**src/hw/two_wire_pkg.sv**
```systemverilog
// Shared constants and types for the two-wire bit-level interface
package two_wire_pkg;
	// Register byte offsets on the register bus
	localparam logic [7:0] CTRL_OFS = 8'h00;
	localparam logic [7:0] DATA_OFS = 8'h04;
	localparam logic [7:0] CFG_OFS = 8'h08;
	localparam logic [1:0] RESP_OKAY = 2'h0;
	localparam logic [1:0] RESP_SLVERR = 2'h2;

	// Control register, write side: one-shot command bits
	localparam int CMD_CLR_TX = 7;
	localparam int CMD_IGNORE = 6;
	localparam int CMD_CLR_DATA_READY_FLAG = 5;
	localparam int CMD_CLR_ARB = 4;
	localparam int CMD_CLR_START = 3;
	localparam int CMD_CLR_STOP = 2;
	localparam int CMD_SEND_RSTART = 1;
	localparam int CMD_SEND_STOP = 0;

	// Control register, read side: status bits
	localparam int ST_RX = 7;
	localparam int ST_ATTN = 6;
	localparam int ST_DATA_READY_FLAG = 5;
	localparam int ST_ARB = 4;
	localparam int ST_START = 3;
	localparam int ST_STOP = 2;
	localparam int ST_MASTER = 1;
	localparam int ST_TX_ACTIVE = 0;

	// Data register and configuration register fields
	localparam int DATA_BIT = 7;
	localparam int CFG_SLAVE_EN = 7;
	localparam int CFG_MASTER_REQ = 6;
	localparam int CFG_TIMER_RUN = 4;
	localparam int CFG_PS_HI = 1;
	localparam int CFG_PS_LO = 0;
	localparam logic [7:0] CFG_RST = 8'h00;
	localparam logic [7:0] CFG_WMASK = 8'hD3;

	// Timing: clock period and machine cycle of six clocks
	localparam int CLK_PERIOD_NS = 40;
	localparam logic [2:0] MC_CLKS = 3'h6;
	localparam logic [9:0] TMR_MAX = 10'h3FF;
	localparam logic [3:0] TMR_BASE = 4'h8;

	// Start/stop generation sequence
	typedef enum {C_NONE, C_IS_HOLD, C_RS_LOW, C_RS_HIGH, C_RS_HOLD, C_ST_LOW, C_ST_HIGH, C_ST_HOLD} cond_t;

	// Minimum phase count in machine cycles from the prescale field
	function automatic logic [2:0] min_count(input logic [1:0] sel);
		case (sel)
			2'h2: min_count = 3'h7;
			2'h1: min_count = 3'h6;
			2'h0: min_count = 3'h5;
			default: min_count = 3'h4;
		endcase
	endfunction : min_count

	// Register address decode
	function automatic logic is_mapped(input logic [7:0] a);
		is_mapped = (a == CTRL_OFS) || (a == DATA_OFS) || (a == CFG_OFS);
	endfunction : is_mapped
endpackage : two_wire_pkg

```
**src/hw/watch_timer.sv**
```systemverilog
// Bus-watch timer: minimum SCL phase timing and hung-frame detection
module watch_timer (
	// Clock and reset
	input wire logic clk,
	input wire logic rst,
	// Control
	input wire logic enable,
	input wire logic full_run,
	input wire logic reload,
	input wire logic [1:0] sel,
	// Status
	output logic min_done,
	output logic carry
);
	logic [2:0] pre_r, pre_nxt;
	logic [9:0] cnt_r, cnt_nxt;
	logic done_r, done_nxt;
	logic carry_r, carry_nxt;
	logic tick;
	logic [3:0] preload;

	assign tick = (pre_r == two_wire_pkg::MC_CLKS - 3'h1);
	assign preload = two_wire_pkg::TMR_BASE - {1'b0, two_wire_pkg::min_count(sel)};

	// Next count; reload restarts the phase so done clears one edge later
	always_comb begin
		pre_nxt = pre_r;
		cnt_nxt = cnt_r;
		done_nxt = done_r;
		carry_nxt = 1'b0;
		if (!enable) begin
			pre_nxt = 3'h0;
			cnt_nxt = 10'h000;
			done_nxt = 1'b0;
		end else begin
			pre_nxt = tick ? 3'h0 : pre_r + 3'h1;
			if (reload) begin
				cnt_nxt = {7'h00, preload[2:0]};
				done_nxt = 1'b0;
			end else if (tick && full_run) begin
				done_nxt = done_r | (cnt_r[2:0] == 3'h7);
				if (cnt_r == two_wire_pkg::TMR_MAX) begin
					carry_nxt = 1'b1;
					cnt_nxt = 10'h000;
				end else begin
					cnt_nxt = cnt_r + 10'h001;
				end
			end else if (tick && !done_r) begin
				// Upper bits hold, so no hang check in this mode
				cnt_nxt[2:0] = cnt_r[2:0] + 3'h1;
				done_nxt = (cnt_r[2:0] == 3'h7);
			end
		end
	end

	// Register stage
	always_ff @(posedge clk or posedge rst) begin
		if (rst) begin
			pre_r <= 3'h0;
			cnt_r <= 10'h000;
			done_r <= 1'b0;
			carry_r <= 1'b0;
		end else begin
			pre_r <= pre_nxt;
			cnt_r <= cnt_nxt;
			done_r <= done_nxt;
			carry_r <= carry_nxt;
		end
	end

	assign min_done = done_r;
	assign carry = carry_r;
endmodule : watch_timer

```
**src/hw/axil_slave.sv**
```systemverilog
// AXI4-Lite slave front end turning bus cycles into register strobes
module axil_slave (
	// Clock and reset
	input wire logic clk,
	input wire logic rst,
	// Write address and data
	input wire logic [7:0] awaddr,
	input wire logic awvalid,
	output logic awready,
	input wire logic [31:0] wdata,
	input wire logic [3:0] wstrb,
	input wire logic wvalid,
	output logic wready,
	// Write response
	output logic [1:0] bresp,
	output logic bvalid,
	input wire logic bready,
	// Read address and data
	input wire logic [7:0] araddr,
	input wire logic arvalid,
	output logic arready,
	output logic [31:0] rdata,
	output logic [1:0] rresp,
	output logic rvalid,
	input wire logic rready,
	// Register side
	output logic wr_en,
	output logic [7:0] wr_addr,
	output logic [7:0] wr_data,
	output logic rd_en,
	output logic [7:0] rd_addr,
	input wire logic [7:0] rd_data
);
	logic aw_v_r, aw_v_nxt, w_v_r, w_v_nxt, w_s_r, w_s_nxt;
	logic [7:0] aw_a_r, aw_a_nxt, w_d_r, w_d_nxt;
	logic bvalid_r, bvalid_nxt, rvalid_r, rvalid_nxt;
	logic [1:0] bresp_r, bresp_nxt, rresp_r, rresp_nxt;
	logic [31:0] rdata_r, rdata_nxt;
	logic wr_go, rd_go;

	// One write and one read in flight; address and data taken in any order
	assign awready = !aw_v_r && !bvalid_r;
	assign wready = !w_v_r && !bvalid_r;
	assign arready = !rvalid_r;
	assign wr_go = aw_v_r && w_v_r && !bvalid_r;
	assign rd_go = arvalid && arready;
	assign wr_en = wr_go && w_s_r && two_wire_pkg::is_mapped(aw_a_r);
	assign wr_addr = aw_a_r;
	assign wr_data = w_d_r;
	assign rd_en = rd_go && two_wire_pkg::is_mapped(araddr);
	assign rd_addr = araddr;

	// Channel state
	always_comb begin
		aw_v_nxt = aw_v_r;
		aw_a_nxt = aw_a_r;
		w_v_nxt = w_v_r;
		w_d_nxt = w_d_r;
		w_s_nxt = w_s_r;
		bvalid_nxt = bvalid_r;
		bresp_nxt = bresp_r;
		rvalid_nxt = rvalid_r;
		rresp_nxt = rresp_r;
		rdata_nxt = rdata_r;
		if (awvalid && awready) begin
			aw_v_nxt = 1'b1;
			aw_a_nxt = awaddr;
		end
		if (wvalid && wready) begin
			w_v_nxt = 1'b1;
			w_d_nxt = wdata[7:0];
			w_s_nxt = wstrb[0];
		end
		if (bvalid_r && bready) begin
			bvalid_nxt = 1'b0;
		end
		if (wr_go) begin
			aw_v_nxt = 1'b0;
			w_v_nxt = 1'b0;
			bvalid_nxt = 1'b1;
			bresp_nxt = two_wire_pkg::is_mapped(aw_a_r) ? two_wire_pkg::RESP_OKAY : two_wire_pkg::RESP_SLVERR;
		end
		if (rvalid_r && rready) begin
			rvalid_nxt = 1'b0;
		end
		if (rd_go) begin
			rvalid_nxt = 1'b1;
			rdata_nxt = two_wire_pkg::is_mapped(araddr) ? {24'h000000, rd_data} : 32'h00000000;
			rresp_nxt = two_wire_pkg::is_mapped(araddr) ? two_wire_pkg::RESP_OKAY : two_wire_pkg::RESP_SLVERR;
		end
	end

	// Register stage
	always_ff @(posedge clk or posedge rst) begin
		if (rst) begin
			aw_v_r <= 1'b0;
			aw_a_r <= 8'h00;
			w_v_r <= 1'b0;
			w_d_r <= 8'h00;
			w_s_r <= 1'b0;
			bvalid_r <= 1'b0;
			bresp_r <= 2'h0;
			rvalid_r <= 1'b0;
			rresp_r <= 2'h0;
			rdata_r <= 32'h00000000;
		end else begin
			aw_v_r <= aw_v_nxt;
			aw_a_r <= aw_a_nxt;
			w_v_r <= w_v_nxt;
			w_d_r <= w_d_nxt;
			w_s_r <= w_s_nxt;
			bvalid_r <= bvalid_nxt;
			bresp_r <= bresp_nxt;
			rvalid_r <= rvalid_nxt;
			rresp_r <= rresp_nxt;
			rdata_r <= rdata_nxt;
		end
	end

	assign bvalid = bvalid_r;
	assign bresp = bresp_r;
	assign rvalid = rvalid_r;
	assign rresp = rresp_r;
	assign rdata = rdata_r;
endmodule : axil_slave

```
**src/hw/two_wire_bit.sv**
```systemverilog
// Bit-level two-wire serial interface, master or slave, paced by software
// Overview of operation
// - Data write, repeated-start or stop command sets transmit-active.
// - Data read, clear command or arbitration loss clears transmit-active.
// - SDA pulled low and arbitration loss flagged only while transmit-active.
// - Ignore command mutes slave until next start; stop then may grant mastership.
// - Clear command, data read or data write clears data-ready.
// - Separate clear commands clear arbitration-loss, start-seen and stop-seen flags.
// - Any pending flag holds SCL low until software clears them all.
// - Repeated start: send a 1, then pull SDA low after SCL high minimum.
// - Hardware sends the first start itself; repeated start only used by master.
// - Stop: send a 0, then release SDA after SCL high minimum.
// - New transmit bit reaches SDA only while SCL is low.
// - Timer reloads to eight minus minimum count on each SCL transition.
// - Prescale field picks minimum count 7,6,5,4 and timeout 1023..1020.
// - Minimum SCL phase equals count times six-clock machine cycle.
// - All enables zero and not master disables interface and clears timer, whatever timer-run is.
// - Enabled without timer-run, only three low timer bits count.
// - Enabled with timer-run, full timer runs in frames, cleared by edges.
// - Timer carry resets the interface, releasing SCL, and signals a timeout.
// - Attention reads one whenever any of the four flags is set.
// - SCL rise captures SDA and sets data-ready, except at an idle slave.
// - Master set on request with free bus; cleared by loss or final stop.
module two_wire_bit (
	// Clock and reset
	input wire logic clk,
	input wire logic rst,
	// AXI4-Lite register bus
	input wire logic [7:0] awaddr,
	input wire logic awvalid,
	output logic awready,
	input wire logic [31:0] wdata,
	input wire logic [3:0] wstrb,
	input wire logic wvalid,
	output logic wready,
	output logic [1:0] bresp,
	output logic bvalid,
	input wire logic bready,
	input wire logic [7:0] araddr,
	input wire logic arvalid,
	output logic arready,
	output logic [31:0] rdata,
	output logic [1:0] rresp,
	output logic rvalid,
	input wire logic rready,
	// Open-drain SCL
	input wire logic scl_in,
	output logic scl_out,
	output logic scl_oe,
	// Open-drain SDA
	input wire logic sda_in,
	output logic sda_out,
	output logic sda_oe,
	// Hang timeout event
	output logic watch_timeout
);
	logic wr_en, rd_en;
	logic [7:0] wr_addr, wr_data, rd_addr, rd_data;
	logic min_done, carry;
	logic [7:0] cfg_r, cfg_nxt;
	logic scl_q_r, sda_q_r;
	logic data_ready_flag_r, data_ready_flag_nxt, arl_r, arl_nxt, str_r, str_nxt, stp_r, stp_nxt;
	logic tx_active_r, tx_active_nxt, tx_bit_r, tx_bit_nxt, sda_bit_r, sda_bit_nxt;
	logic rx_bit_r, rx_bit_nxt, master_r, master_nxt, busy_r, busy_nxt;
	logic ignore_r, ignore_nxt, mclk_low_r, mclk_low_nxt;
	logic scl_oe_r, scl_oe_nxt, sda_oe_r, sda_oe_nxt;
	two_wire_pkg::cond_t cond_r, cond_nxt;
	logic wr_ctrl, wr_dat, wr_cfg, rd_dat;
	logic enabled, idle_slave, attention, attn_nxt, mreq;
	logic scl_rise, scl_fall, start_det, stop_det, tmr_reload, arl_set;
	logic cond_drives_low;

	// Register bus front end
	axil_slave u_bus (
		.clk(clk),
		.rst(rst),
		.awaddr(awaddr),
		.awvalid(awvalid),
		.awready(awready),
		.wdata(wdata),
		.wstrb(wstrb),
		.wvalid(wvalid),
		.wready(wready),
		.bresp(bresp),
		.bvalid(bvalid),
		.bready(bready),
		.araddr(araddr),
		.arvalid(arvalid),
		.arready(arready),
		.rdata(rdata),
		.rresp(rresp),
		.rvalid(rvalid),
		.rready(rready),
		.wr_en(wr_en),
		.wr_addr(wr_addr),
		.wr_data(wr_data),
		.rd_en(rd_en),
		.rd_addr(rd_addr),
		.rd_data(rd_data)
	);

	// Bus-watch timer; full count only inside a frame
	watch_timer u_timer (
		.clk(clk),
		.rst(rst),
		.enable(enabled),
		.full_run(cfg_r[two_wire_pkg::CFG_TIMER_RUN] && busy_r),
		.reload(tmr_reload),
		.sel({cfg_r[two_wire_pkg::CFG_PS_HI], cfg_r[two_wire_pkg::CFG_PS_LO]}),
		.min_done(min_done),
		.carry(carry)
	);

	// Register access decode; control writes act only as strobes
	assign wr_ctrl = wr_en && (wr_addr == two_wire_pkg::CTRL_OFS);
	assign wr_dat = wr_en && (wr_addr == two_wire_pkg::DATA_OFS);
	assign wr_cfg = wr_en && (wr_addr == two_wire_pkg::CFG_OFS);
	assign rd_dat = rd_en && (rd_addr == two_wire_pkg::DATA_OFS);

	// Mode and pin events
	assign mreq = cfg_r[two_wire_pkg::CFG_MASTER_REQ];
	assign enabled = cfg_r[two_wire_pkg::CFG_SLAVE_EN] || mreq || master_r;
	assign idle_slave = !master_r && ignore_r;
	assign attention = data_ready_flag_r || arl_r || str_r || stp_r;
	assign scl_rise = scl_in && !scl_q_r;
	assign scl_fall = !scl_in && scl_q_r;
	assign start_det = scl_in && scl_q_r && sda_q_r && !sda_in;
	assign stop_det = scl_in && scl_q_r && !sda_q_r && sda_in;
	assign tmr_reload = scl_rise || scl_fall || start_det || stop_det;
	assign cond_drives_low = (cond_r == two_wire_pkg::C_IS_HOLD) || (cond_r == two_wire_pkg::C_RS_HOLD);

	// Arbitration loss only while transmitting
	assign arl_set = enabled && tx_active_r && (
		(scl_rise && !sda_in && sda_bit_r && !cond_drives_low && (cond_r != two_wire_pkg::C_ST_HOLD)) ||
		(start_det && sda_bit_r && (cond_r == two_wire_pkg::C_NONE)) ||
		(scl_fall && (cond_r == two_wire_pkg::C_RS_HIGH)) ||
		(scl_fall && (cond_r == two_wire_pkg::C_ST_HOLD)));

	// Read data mux
	always_comb begin
		case (rd_addr)
			two_wire_pkg::CTRL_OFS: rd_data = {rx_bit_r, attention, data_ready_flag_r, arl_r, str_r, stp_r, master_r, tx_active_r};
			two_wire_pkg::DATA_OFS: rd_data = {rx_bit_r, 7'h00};
			two_wire_pkg::CFG_OFS: rd_data = cfg_r;
			default: rd_data = 8'h00;
		endcase
	end

	// Flags: the hardware set is applied after the software clear so it wins
	always_comb begin
		cfg_nxt = cfg_r;
		if (wr_cfg) begin
			cfg_nxt = wr_data & two_wire_pkg::CFG_WMASK;
		end
		data_ready_flag_nxt = data_ready_flag_r;
		if ((wr_ctrl && wr_data[two_wire_pkg::CMD_CLR_DATA_READY_FLAG]) || wr_dat || rd_dat) begin
			data_ready_flag_nxt = 1'b0;
		end
		if (enabled && scl_rise && !idle_slave) begin
			data_ready_flag_nxt = 1'b1;
		end
		arl_nxt = arl_r;
		str_nxt = str_r;
		stp_nxt = stp_r;
		if (wr_ctrl && wr_data[two_wire_pkg::CMD_CLR_ARB]) begin
			arl_nxt = 1'b0;
		end
		if (wr_ctrl && wr_data[two_wire_pkg::CMD_CLR_START]) begin
			str_nxt = 1'b0;
		end
		if (wr_ctrl && wr_data[two_wire_pkg::CMD_CLR_STOP]) begin
			stp_nxt = 1'b0;
		end
		if (arl_set) begin
			arl_nxt = 1'b1;
		end
		if (enabled && start_det && !idle_slave) begin
			str_nxt = 1'b1;
		end
		if (enabled && stop_det && !idle_slave) begin
			stp_nxt = 1'b1;
		end
		rx_bit_nxt = rx_bit_r;
		if (enabled && scl_rise && !idle_slave) begin
			rx_bit_nxt = sda_in;
		end
		// Transmit-active and the bit to send
		tx_active_nxt = tx_active_r;
		tx_bit_nxt = tx_bit_r;
		if (wr_dat) begin
			tx_active_nxt = 1'b1;
			tx_bit_nxt = wr_data[two_wire_pkg::DATA_BIT];
		end
		if (wr_ctrl && wr_data[two_wire_pkg::CMD_SEND_RSTART]) begin
			tx_active_nxt = 1'b1;
			tx_bit_nxt = 1'b1;
		end
		if (wr_ctrl && wr_data[two_wire_pkg::CMD_SEND_STOP]) begin
			tx_active_nxt = 1'b1;
			tx_bit_nxt = 1'b0;
		end
		if (rd_dat || (wr_ctrl && wr_data[two_wire_pkg::CMD_CLR_TX]) || arl_nxt) begin
			tx_active_nxt = 1'b0;
		end
		// Bit reaches the pin only in the low phase, so an early write is safe
		sda_bit_nxt = scl_in ? sda_bit_r : tx_bit_nxt;
		// Slave muting until next start
		ignore_nxt = ignore_r;
		if (start_det) begin
			ignore_nxt = 1'b0;
		end
		if (wr_ctrl && wr_data[two_wire_pkg::CMD_IGNORE]) begin
			ignore_nxt = 1'b1;
		end
		// Frame tracking
		busy_nxt = busy_r;
		if (start_det) begin
			busy_nxt = 1'b1;
		end
		if (stop_det || !enabled) begin
			busy_nxt = 1'b0;
		end
		// Mastership; a stop seen while ignoring also frees the bus for us
		master_nxt = master_r;
		if (enabled && mreq && !busy_r) begin
			master_nxt = 1'b1;
		end
		if (arl_set || (stop_det && (cond_r == two_wire_pkg::C_ST_HOLD) && !mreq)) begin
			master_nxt = 1'b0;
		end
		// Hang: reset the interface and let SCL go
		if (carry) begin
			data_ready_flag_nxt = 1'b0;
			arl_nxt = 1'b0;
			str_nxt = 1'b0;
			stp_nxt = 1'b0;
			tx_active_nxt = 1'b0;
			ignore_nxt = 1'b0;
			busy_nxt = 1'b0;
			master_nxt = 1'b0;
		end
	end

	// Start and stop generation sequence
	always_comb begin
		cond_nxt = cond_r;
		case (cond_r)
			two_wire_pkg::C_NONE: begin
				// First start of a frame is made here, never by command
				if (master_r && !busy_r && tx_active_r && scl_in && min_done && !tmr_reload) begin
					cond_nxt = two_wire_pkg::C_IS_HOLD;
				end
			end
			two_wire_pkg::C_IS_HOLD, two_wire_pkg::C_RS_HOLD: begin
				if (scl_fall) begin
					cond_nxt = two_wire_pkg::C_NONE;
				end
			end
			two_wire_pkg::C_RS_LOW: begin
				if (scl_rise) begin
					cond_nxt = two_wire_pkg::C_RS_HIGH;
				end
			end
			two_wire_pkg::C_RS_HIGH: begin
				if (min_done && !tmr_reload) begin
					cond_nxt = two_wire_pkg::C_RS_HOLD;
				end
			end
			two_wire_pkg::C_ST_LOW: begin
				if (scl_rise) begin
					cond_nxt = two_wire_pkg::C_ST_HIGH;
				end
			end
			two_wire_pkg::C_ST_HIGH: begin
				if (min_done && !tmr_reload) begin
					cond_nxt = two_wire_pkg::C_ST_HOLD;
				end
			end
			two_wire_pkg::C_ST_HOLD: begin
				if (stop_det) begin
					cond_nxt = two_wire_pkg::C_NONE;
				end
			end
			default: cond_nxt = two_wire_pkg::C_NONE;
		endcase
		if (wr_ctrl && wr_data[two_wire_pkg::CMD_SEND_RSTART] && wr_data[two_wire_pkg::CMD_CLR_DATA_READY_FLAG]) begin
			cond_nxt = two_wire_pkg::C_RS_LOW;
		end
		if (wr_ctrl && wr_data[two_wire_pkg::CMD_SEND_STOP] && wr_data[two_wire_pkg::CMD_CLR_DATA_READY_FLAG]) begin
			cond_nxt = two_wire_pkg::C_ST_LOW;
		end
		if (arl_set || carry || !enabled) begin
			cond_nxt = two_wire_pkg::C_NONE;
		end
	end

	// Pin drive: master clock, low-phase stretch and SDA
	always_comb begin
		mclk_low_nxt = mclk_low_r;
		if (!master_r || !busy_r || carry) begin
			mclk_low_nxt = 1'b0;
		end else if (!mclk_low_r && scl_in && min_done && !tmr_reload &&
				(cond_r != two_wire_pkg::C_RS_HIGH) && (cond_r != two_wire_pkg::C_ST_HIGH) &&
				(cond_r != two_wire_pkg::C_ST_HOLD)) begin
			mclk_low_nxt = 1'b1;
		end else if (mclk_low_r && !scl_in && !tmr_reload && min_done && !attention) begin
			mclk_low_nxt = 1'b0;
		end
		// Stretch only once SCL is low, so the high phase is never cut short
		attn_nxt = data_ready_flag_nxt || arl_nxt || str_nxt || stp_nxt;
		scl_oe_nxt = enabled && !carry && (mclk_low_nxt || (attn_nxt && (!scl_in || scl_oe_r)));
		case (cond_nxt)
			two_wire_pkg::C_IS_HOLD, two_wire_pkg::C_RS_HOLD: sda_oe_nxt = 1'b1;
			two_wire_pkg::C_ST_HOLD: sda_oe_nxt = 1'b0;
			default: sda_oe_nxt = !sda_bit_nxt;
		endcase
		sda_oe_nxt = sda_oe_nxt && tx_active_nxt && enabled;
	end

	// Register stage
	always_ff @(posedge clk or posedge rst) begin
		if (rst) begin
			cfg_r <= two_wire_pkg::CFG_RST;
			scl_q_r <= 1'b1;
			sda_q_r <= 1'b1;
			data_ready_flag_r <= 1'b0;
			arl_r <= 1'b0;
			str_r <= 1'b0;
			stp_r <= 1'b0;
			rx_bit_r <= 1'b0;
			tx_active_r <= 1'b0;
			tx_bit_r <= 1'b1;
			sda_bit_r <= 1'b1;
			ignore_r <= 1'b0;
			busy_r <= 1'b0;
			master_r <= 1'b0;
			cond_r <= two_wire_pkg::C_NONE;
			mclk_low_r <= 1'b0;
			scl_oe_r <= 1'b0;
			sda_oe_r <= 1'b0;
		end else begin
			cfg_r <= cfg_nxt;
			scl_q_r <= scl_in;
			sda_q_r <= sda_in;
			data_ready_flag_r <= data_ready_flag_nxt;
			arl_r <= arl_nxt;
			str_r <= str_nxt;
			stp_r <= stp_nxt;
			rx_bit_r <= rx_bit_nxt;
			tx_active_r <= tx_active_nxt;
			tx_bit_r <= tx_bit_nxt;
			sda_bit_r <= sda_bit_nxt;
			ignore_r <= ignore_nxt;
			busy_r <= busy_nxt;
			master_r <= master_nxt;
			cond_r <= cond_nxt;
			mclk_low_r <= mclk_low_nxt;
			scl_oe_r <= scl_oe_nxt;
			sda_oe_r <= sda_oe_nxt;
		end
	end

	// Open-drain outputs only ever pull low
	assign scl_out = 1'b0;
	assign sda_out = 1'b0;
	assign scl_oe = scl_oe_r;
	assign sda_oe = sda_oe_r;
	assign watch_timeout = carry;
endmodule : two_wire_bit

```
**config.mk**
```make
export PLATFORM = sky130hd
export DESIGN_NAME = two_wire_bit
export DESIGN_NICKNAME = d
export VERILOG_FILES = /design/src/hw/two_wire_pkg.sv /design/src/hw/watch_timer.sv /design/src/hw/axil_slave.sv /design/src/hw/two_wire_bit.sv
export SDC_FILE = /design/constraint.sdc
export NUM_CORES = 1
export LEC_CHECK = 0
export ABC_AREA = 1
export BUFFER_PORTS_ARGS = -buffer_cell sky130_fd_sc_hd__buf_2
export CORE_MARGIN = 3
export CORE_UTILIZATION = 30
export DETAILED_ROUTE_END_ITERATION = 16
export GPL_TIMING_DRIVEN = 0
export MAX_ROUTING_LAYER = met4
export PLACE_DENSITY_LB_ADDON = 0.05
export SETUP_SLACK_MARGIN = 0.3
export SYNTH_ARGS = -nofsm -noshare
export SYNTH_HDL_FRONTEND = slang
export SYNTH_HIERARCHICAL = 1
export SYNTH_SLANG_ARGS = --single-unit
export TNS_END_PERCENT = 10
```
**constraint.sdc**
```tcl
create_clock -name clk -period 2.2 [get_ports clk]
set_clock_uncertainty 0.1 [all_clocks]
set_input_delay 0.44 -clock clk [delete_from_list [all_inputs] [get_ports clk]]
set_output_delay 0.44 -clock clk [all_outputs]
set_load 0.05 [all_outputs]
```
### Word level (Yosys, flattened, before mapping)

Cells that the tools add are included.

* add/sub/neg operators: 4
* $mul: 0
* div/mod/pow operators: 0
* magnitude comparators: 0
* equality and inequality tests: 28
* shifts and indexed selects: 0
* muxes and demuxes: 74
* bitwise gates (word level): 1
* reduce and logical (&&, ||, !) cells: 143

Operators by type and width (count)
* $mux 32: 10
* $eq 32x3->1 const B: 7
* $pmux 32 s7: 1
* $eq 32x2->1 const B: 3
* $logic_and 1x1->1: 78
* $eq 32x1->1 const B: 2
* $eq 32x4->1 const B: 2
* $logic_not 32->1: 2
* $ne 32x4->1 const B: 2
* $mux 1: 49
* $ne 32x3->1 const B: 1
* $logic_or 1x1->1: 31
* $mux 10: 3
* $pmux 8 s3: 1
* $logic_not 1->1: 20
* $eq 8x3->1 const B: 2
* $eq 8x4->1 const B: 2
* $logic_not 8->1: 2
* $mux 3: 4
* $add 10x1->10 const B: 1
* $eq 10x10->1 const B: 1
* $reduce_bool 3->1: 3
* $mux 8: 1
* $reduce_bool 2->1: 4
* other kinds (14): 18

* register bits after elaboration: 125
* latch bits: 0
* RAM bits: 0
* memory bits (read-only): 0
* input port bits: 61
* output and inout port bits: 46
* word-level logic and storage cells: 283
* memories: 0

### Logic depth before layout (Yosys ltp)

Gate-level depths: netlist (run 1).

* depth after elaboration: 18
* mapped depth: 17
* depth with buffers taken out: 17

### Cells and area by module

The synthesis (run 1) kept the hierarchy.

Modules (own cells, without submodules)
* two_wire_bit: instances 1, cells each 403, area an instance 2974.1 sq um, sequential area each 1331.3 sq um
* axil_slave: instances 1, cells each 186, area an instance 1576.5 sq um, sequential area each 775.7 sq um
* watch_timer: instances 1, cells each 126, area an instance 947.2 sq um, sequential area each 375.4 sq um

### Worst setup path before layout (run 1)

Ideal clock, no wire load.

* kind: register to register
* from: reg u_bus.bvalid_r (netlist: u_bus/bvalid)
* to: reg sda_oe_r (netlist: sda_oe)
* setup time: 0.117 ns
* arrival time: 2.057 ns
* required time: 1.983 ns
* setup slack: -0.074 ns
* stages on the path, launching flop included: 17
* buffers on the path: 0
* clock period less this slack: 2.274 ns
* cell sequence: dfrtp_1 inv_1 nand3_1 inv_1 nand2_1 nor2_1 inv_1 nor2_1 nand2_1 nor2_1 inv_1 o211ai_1 nand2_1 o21ai_0 inv_1 nand2_1 a21oi_2

* elaborated cells between the ends (all ways): 36
* classes of those cells: eq/ne (3); mux (15); reduce/logical (18)

RTL lines
* from (decl): line axil_slave.sv:36 `logic bvalid_r, bvalid_nxt, rvalid_r, rvalid_nxt;`
* from (signal assigned): line axil_slave.sv:112 `bvalid_r <= bvalid_nxt;`
* $logic_not 1->1 *: line axil_slave.sv:45 `assign wr_go = aw_v_r && w_v_r && !bvalid_r;`
* $logic_and 1x1->1 *: line axil_slave.sv:45
* $logic_and 1x1->1 * (2 in series): line axil_slave.sv:47 `assign wr_en = wr_go && w_s_r && two_wire_pkg::is_mapped(aw_a_r);`
* via wr_en: line two_wire_bit.sv:57 `logic wr_en, rd_en;`
* $logic_and 1x1->1 (on tied branches): line two_wire_bit.sv:116, two_wire_bit.sv:115
* $mux 1 / $logic_and 1x1->1 (equally long branches): line two_wire_bit.sv:190, two_wire_bit.sv:194
* $mux 1: line two_wire_bit.sv:194 `if (wr_ctrl && wr_data[two_wire_pkg::CMD_SEND_RSTART]) begin`
* $mux 1 *: line two_wire_bit.sv:198 `if (wr_ctrl && wr_data[two_wire_pkg::CMD_SEND_STOP]) begin`
* $mux 1 *: line two_wire_bit.sv:206 `sda_bit_nxt = scl_in ? sda_bit_r : tx_bit_nxt;`
* via sda_bit_nxt: line two_wire_bit.sv:63 `logic tx_active_r, tx_active_nxt, tx_bit_r, tx_bit_nxt, sda_bit_r, sda_bit_nxt;`
* $logic_not 1->1 *: line two_wire_bit.sv:315 `default: sda_oe_nxt = !sda_bit_nxt;`
* $pmux 1 s2 *: line two_wire_bit.sv:312 `case (cond_nxt)`
* $logic_and 1x1->1 * (2 in series): line two_wire_bit.sv:317 `sda_oe_nxt = sda_oe_nxt && tx_active_nxt && enabled;`
* via sda_oe_nxt: line two_wire_bit.sv:66 `logic scl_oe_r, scl_oe_nxt, sda_oe_r, sda_oe_nxt;`
* to (signal assigned): line two_wire_bit.sv:359 `sda_oe_r <= sda_oe_nxt;`
* to (decl): line two_wire_bit.sv:66

The timed path passes the listed nets; every way through them passes the cells marked *.
A chain may end at the register's enable or synchronous reset.

### Worst setup path in the final report (run 1)

* from: in scl_in
* to: reg sda_oe_r (netlist: sda_oe)

* word-level cells in the longest chain between the ends: 17
* elaborated cells between the ends (all ways): 54
* classes of those cells: eq/ne (3); mux (16); reduce/logical (35)

RTL lines
* from (decl): line two_wire_bit.sv:47 `input wire logic scl_in,`
* $logic_not 1->1 (tied with other cells): line two_wire_bit.sv:126 `assign scl_fall = !scl_in && scl_q_r;`
* $logic_and 1x1->1 (on tied branches): line two_wire_bit.sv:126, two_wire_bit.sv:127, two_wire_bit.sv:134
* $logic_or 1x1->1 (tied with other cells) (3 in series): line two_wire_bit.sv:129 `assign tmr_reload = scl_rise || scl_fall || start_det || stop_det;`
* $logic_not 1->1 / $logic_or 1x1->1 (equally long branches)
* $logic_and 1x1->1 (tied with other cells): line two_wire_bit.sv:265, two_wire_bit.sv:275
* $mux 32 (tied with other cells): line two_wire_bit.sv:275 `if (min_done && !tmr_reload) begin`
* $pmux 32 s7 / $logic_and 1x1->1 (equally long branches): line two_wire_bit.sv:247, two_wire_bit.sv:133
* $mux 32 / $logic_or 1x1->1 (equally long branches): line two_wire_bit.sv:286, two_wire_bit.sv:292
* $mux 32 / $logic_or 1x1->1 (equally long branches): line two_wire_bit.sv:289, two_wire_bit.sv:292
* $mux 32: line two_wire_bit.sv:292 `if (arl_set || carry || !enabled) begin`
* $eq 32x1->1 / $eq 32x3->1 (equally long branches): line two_wire_bit.sv:312
* $reduce_or 2->1: line two_wire_bit.sv:312
* $pmux 1 s2: line two_wire_bit.sv:312
* $logic_and 1x1->1 * (2 in series): line two_wire_bit.sv:317
* via sda_oe_nxt: line two_wire_bit.sv:66

Marked as above.

==> impl_metrics.py, run 1 <==
metrics = {
    "routing": {
        "ant_nets": 0,
        "avgViaCountPerCell": 4.27,
        "post_drt_wl_per_cell_um": 12.1,
        "drtIter0Drc": 244,
        "wirelength_um": 13100,
        "drt_first_pass_iters": 5,
        "vias": 4622,
        "drc": 0,
    },
    "critical_path": {
        "rr_worst_depth": 16,
        "worstSetupEndpoint": "sda_oe",
        "worstPathArrival_ns": 2.36,
        "cpMostUsedCell": "nand2_2",
        "cp_top_family": "simple AND/OR/NAND/NOR gates",
        "cp-startpoint": "scl_in",
        "max_stage_delay_ns": 0.36,
        "cp_max_fo": 7,
        "reg2reg_to": "sda_oe",
        "crit_type": "input pin to flop",
        "cp_slowest_cell": "ha_1",
        "crit_chain": "buf_2 -> inv_1 -> ha_1 -> nand4_1 -> nor2_1 -> o21ai_0 -> nand3_1 -> nand2_1 -> nand2_2 -> nand2_2 -> nand2_2 -> nand3_2 -> a21oi_2",
        "start_kind": "input pin",
        "cp_num_buf_inv": 2,
        "reg2reg_from": "u_bus/wr_addr[1]",
        "cp_num_cells": 13,
        "rrSetupSlack_ns": 0.03,
        "end_kind": "flop",
        "cp_data_required_time_ns": 2.38,
    },
    "finish": {
        "syn2layout_area_growth_pct": 26.6,
        "nets": 921,
        "fin_cells": 1082,
        "insertedDiodeCount": 0,
        "drive_gt1_share_pct": 26.8,
    },
    "synthesis": {
        "synth_area_sq_mm": 0.00550,
        "synth-seq-area-share_pct": 45.2,
        "postSynthAreaPerCell_sq_um": 7.69,
        "synthDistinctLibCells": 44,
        "ys.warnings.count": 6,
        "ys_async_sr_fraction_pct": 100,
        "synth_top_flop_cell": "dfrtp_1",
        "ys_ff_latch": 99,
        "synth_edf_count": 0,
        "syn_inst": 715,
    },
    "sta": {
        "hold_viol": 0,
        "setup_violations": 0,
        "fmax_mhz": 458,
        "worstMarginPinSlew_ns": 0.714,
        "post-route-period-util_pct": 99.3,
        "final.min_clock_period_ns": 2.18,
        "setup_ws_ns": 0.0163,
        "setup_tns_ns": 0,
        "final_max_slew_viol_count": 0,
        "grt_setup_unrepaired": "true",
        "slew_headroom_pct": 52.3,
    },
    "floorplanning": {
        "core_sq_mm": 0.0176,
        "initial_utilization_pct": 31.2,
        "row_count": 48,
        "die-area_sq_mm": 0.0200,
        "die-width_um": 141,
        "die_h_um": 141,
        "io_pins": 107,
    },
    "min_path": {
        "min_path_type": "input pin to asynchronous set/reset pin",
    },
    "cts": {
        "cts_root_buf": "clkbuf_16",
        "cts.clk_slew.worst_paths_ns": 0.07,
        "clkLatencyLatePin_ns": 0.35,
        "cts_buffer_depth": 2,
        "htree_levels": 3,
        "numCtsBuffers": 9,
        "cts_sinks": 99,
        "cts_tree": "yes",
    },
    "pwr": {
        "power_density_mw_per_mm2": 851,
        "swShare_pct": 38.6,
        "p_sw_uw": 2290,
        "p_comb_share_pct": 31.3,
        "p_leak_uw": 0.00359,
        "p_clk_share_pct": 27.2,
        "peakVddDrop_uv": 726,
        "p_int_uw": 3630,
        "seqPwrFrac_pct": 41.5,
    },
    "grt": {
        "grt_overflow": 0,
        "grt_max_degree": 41,
        "antenna_found_initial": 0,
        "grt_pass1_wl_um": 21700,
        "grt.total_usage_pct": 13.9,
        "grt_pass1_vias": 4498,
    },
    "place": {
        "place_congestion": 0.861,
        "io_buffers": 49,
        "dp_hpwl_um": 9950,
        "placed_cells_incl_taps": 1045,
        "place_ws_ns": -0.431,
    },
    "flow_run": {
        "maxCapViolCount": 0,
    },
    "outcome": {
        "status": "finished clean",
    },
}
==> what timing repair did <==
item,in CTS,in global routing
pin swaps,4,22
endpoints found under the setup margin,20,29
setup buffers,16,4
hold buffers,1,0
gates resized for setup,26,40
endpoints found under the hold margin,13,0
==> metal layers <==
layer / track usage (%) / wire, um
met1: 17.3 / 6030
met2: 22.9 / 6420
met3: 2.70 / 523
met4: 4.14 / 177
met5: - / 0
==> kinds of logic after synthesis <==
logic type | synth area share [%]
AO/OA/AOI/OAI | 6.55
XOR/XNOR | 0.319
adder cells (fa/ha/maj) | 1.82
buffers and inverters | 12.1
flip-flops | 45.2
other | 0.137
AND/OR/NAND/NOR | 33.9
==> cell usage after synthesis, types with 2 or more instances <==
library cell / n / area share (%)
nand2_1: 187 / 13
nor2_1: 104 / 7.1
dfrtp_1: 95 / 43
inv_1: 87 / 5.9
nand3_1: 48 / 4.4
buf_4: 37 / 5.1
o21ai_0: 27 / 2.5
a21oi_1: 15 / 1.4
nor2_2: 14 / 1.6
nand2_2: 11 / 1.3
nor2_4: 9 / 1.8
nor3_1: 9 / 0.82
ha_1: 8 / 1.8
nand4_1: 7 / 0.80
inv_2: 5 / 0.34
dfstp_2: 4 / 1.9
nand3_2: 4 / 0.73
o22ai_1: 4 / 0.46
a31oi_1: 3 / 0.34
and2_1: 3 / 0.34
buf_6: 3 / 0.61
nand2_4: 3 / 0.61
nor4_1: 3 / 0.34
a21oi_2: 2 / 0.32
and3_1: 2 / 0.23
conb_1: 2 / 0.14
o21bai_1: 2 / 0.27
==> placed cells by master (no fill, tap or decap), drive strengths merged, types with 4 or more instances in the layout <==
cell and n:
o22ai 4, buf 111, conb 57, nand3 53, ha 8, inv 95, nand2 201, a21oi 18
clkbuf 11, nor2 127, nand4 8, nor3 10, dfrtp 95, o21ai 28, dfstp 4
==> power groups by stage <==
stage                     registers, uW  logic [uW]  clock network (uW)
final                              2460        1850                1610
after global routing               2510        2080                1760
after CTS                          2450        1780                1690
after detailed placement           2490        1630                   0
after global placement             2480        1600                   0
after floorplan                    2520        1180                   0
==> layout make-up <==
cell class	count	area [sq um]
timing repair buffer	71	457
sequential	99	2480
clock buffer	10	239
clock inverter	6	66.3
inverter	92	348
buffer	42	324
fill	1831	10600
tap	225	282
multi-input combinational	537	2760
==> sequential cells by signal, summed over array words and instances (netlist names), 3 cells and up <==
name,flops
cond_r,32
u_timer/cnt_r,10
u_bus/rdata,8
u_bus/wr_addr,8
u_bus/wr_data,8
cfg_r,5
u_timer/pre_r,3
==> metrics by stage <==
stage	total power [uW]	hold slack (ns)	cell area [sq um]	utilization, %
5_1_grt	6340	0.124	6960	39.5
3_5_place_dp	4120	0.347	6260	35.6
6_report	5920	0.0882	6960	39.5
2_1_floorplan	3700	0.241	5710	-
3_3_place_gp	4080	0.360	6240	35.4
4_1_cts	5920	0.0891	6810	38.7
==> worst min path at each step <==
stage / from / end / slack (ns) / depth (start not counted)
2_1_floorplan: rst / u_timer/carry / 0.24 / 1
3_5_place_dp: rst / rx_bit_r / 0.35 / 2
6_report: rst / u_timer/cnt_r[7] / 0.09 / 2
3_3_place_gp: u_bus/wr_data[1] / u_bus/wr_data[1] / 0.36 / 2
4_1_cts: rst / u_timer/carry / 0.09 / 2
5_1_grt: sda_in / sda_q_r / 0.12 / 1
Note: power is estimated with default switching activity, not from simulation.
==> run 2, diff against run 1 <==
RECOVER_POWER = 25   (was unset)
==> impl_metrics.py, run 2 (synthesis gave the netlist of run 1 again) <==
metrics = {
    "critical_path": {
        "cp_data_required_time_ns": 2.37,
        "rrSetupSlack_ns": 0.03,
        "end_kind": "flop",
        "reg2reg_from": "u_bus/wr_addr[1]",
        "cp_max_fo": 7,
        "start_kind": "input pin",
        "reg2reg_to": "sda_oe",
        "crit_type": "input pin to flop",
        "worstPathArrival_ns": 2.36,
        "rr_worst_depth": 16,
    },
    "routing": {
        "ant_nets": 0,
        "drc": 0,
        "post_drt_wl_per_cell_um": 12.2,
        "avgViaCountPerCell": 4.26,
        "wirelength_um": 13100,
        "drt_first_pass_iters": 5,
        "vias": 4609,
        "drtIter0Drc": 244,
    },
    "cts": {
        "cts.clk_slew.worst_paths_ns": 0.07,
        "clkLatencyLatePin_ns": 0.35,
        "cts_tree": "yes",
        "numCtsBuffers": 9,
        "cts_root_buf": "clkbuf_16",
        "htree_levels": 3,
        "cts_sinks": 99,
        "cts_buffer_depth": 2,
    },
    "finish": {
        "nets": 921,
        "final_cell_mix": "nand2_1, nor2_1, dfrtp_1",
        "drive_gt1_share_pct": 26.7,
        "reg_top3": "cond_r x32, u_timer/cnt_r x10",
        "top_register": "cond_r",
        "fin_util_pct": 39.5,
        "layout_commonest_cell": "nand2_1",
        "largest_register_ffs": 32,
        "syn2layout_area_growth_pct": 26.6,
        "insertedDiodeCount": 0,
    },
    "grt": {
        "grt.total_usage_pct": 13.9,
        "grt_overflow": 0,
        "use_met3_pct": 2.70,
        "grt_pass1_vias": 4498,
        "met2_usage_pct": 22.9,
        "antenna_found_initial": 0,
        "met1_usage_pct": 17.3,
        "grt_pass1_wl_um": 21700,
        "grt_max_degree": 41,
        "grt-busiest-layer": "met2",
    },
    "floorplanning": {
        "die-width_um": 141,
        "row_count": 48,
        "core_sq_mm": 0.0176,
        "die-area_sq_mm": 0.0200,
        "initial_utilization_pct": 31.2,
        "io_pins": 107,
        "die_h_um": 141,
    },
    "sta": {
        "setup_violations": 0,
        "post-route-period-util_pct": 99.3,
        "worstMarginPinSlew_ns": 0.713,
        "final.min_clock_period_ns": 2.18,
        "final_max_slew_viol_count": 0,
        "fmax_mhz": 458,
        "grt_setup_unrepaired": "true",
        "hold_viol": 0,
        "slew_headroom_pct": 52.4,
    },
    "place": {
        "place_congestion": 0.861,
        "dp_hpwl_um": 9950,
        "io_buffers": 49,
    },
    "pwr": {
        "peakVddDrop_uv": 726,
        "p_sw_uw": 2280,
        "p_leak_uw": 0.00358,
        "p_comb_share_pct": 31.3,
        "power_density_mw_per_mm2": 850,
        "seqPwrFrac_pct": 41.5,
        "swShare_pct": 38.6,
        "p_total_uw": 5920,
        "p_clk_share_pct": 27.2,
        "p_int_uw": 3630,
    },
    "outcome": {
        "status": "finished clean",
    },
    "min_path": {
        "min_path_type": "input pin to asynchronous set/reset pin",
    },
    "flow_run": {
        "maxCapViolCount": 0,
    },
}
## run 2: layout make-up
cell class	count	area, sq um
fill	1832	10600
multi-input combinational	537	2760
clock buffer	10	239
timing repair buffer	71	455
clock inverter	6	66.3
inverter	92	348
tap	225	282
buffer	42	324
sequential	99	2480
## run 2: timing repair
item                                    in CTS  in global routing
hold buffers                                 1                  0
hold endpoints to repair                    13                  0
pin swaps                                    4                 22
setup buffers                               16                  4
resized for setup                           26                 40
endpoints found under the setup margin      20                 29
## run 2: worst max-delay path: stages
cell and delay (ns):
buf_2 0.20, inv_1 0.13, ha_1 0.36, nand4_1 0.25
nor2_1 0.27, o21ai_0 0.12, nand3_1 0.10, nand2_1 0.07
nand2_2 0.08, nand2_2 0.06, nand2_2 0.06, nand3_2 0.07
a21oi_2 0.14
## run 2: how the worst max path moves through the flow
stage	startpoint	endpoint
after CTS	u_bus/wr_addr[5]	sda_oe
after global routing	u_bus/wr_addr[1]	sda_oe
after floorplan	u_bus/bvalid	sda_oe
after global placement	scl_in	sda_oe
final	scl_in	sda_oe
after detailed placement	scl_in	sda_oe
## run 2: power groups by stage
| stage | Clock, uW | Sequential (uW) | Combinational (uW) |
|---|---|---|---|
| floorplan | 0 | 2520 | 1180 |
| global placement | 0 | 2480 | 1600 |
| detailed placement | 0 | 2490 | 1630 |
| CTS | 1690 | 2450 | 1780 |
| global route | 1760 | 2510 | 2080 |
| finish | 1610 | 2460 | 1850 |
## run 2: per-layer routing
layer / vias to the layer above / routed length [um] / share of wire [%]
met5: - / 0 / 0
met4: 0 / 166 / 1.3
met3: 10 / 450 / 3.4
met2: 75 / 6450 / 49
met1: 2107 / 6080 / 46
li1: 2417 / - / -
## run 2: stage by stage
step,std cells,hold slack [ns],area (sq um),setup TNS [ns],setup WS (ns)
3_5_place_dp,1045,0.347,6260,-0.948,-0.431
2_1_floorplan,770,0.241,5710,0,0.123
4_1_cts,1078,0.0891,6810,0,0.0195
5_1_grt,1082,0.135,6960,-0.859,-0.178
6_report,1082,0.0879,6960,0,0.0153
3_3_place_gp,1044,0.360,6240,-20.70,-0.418
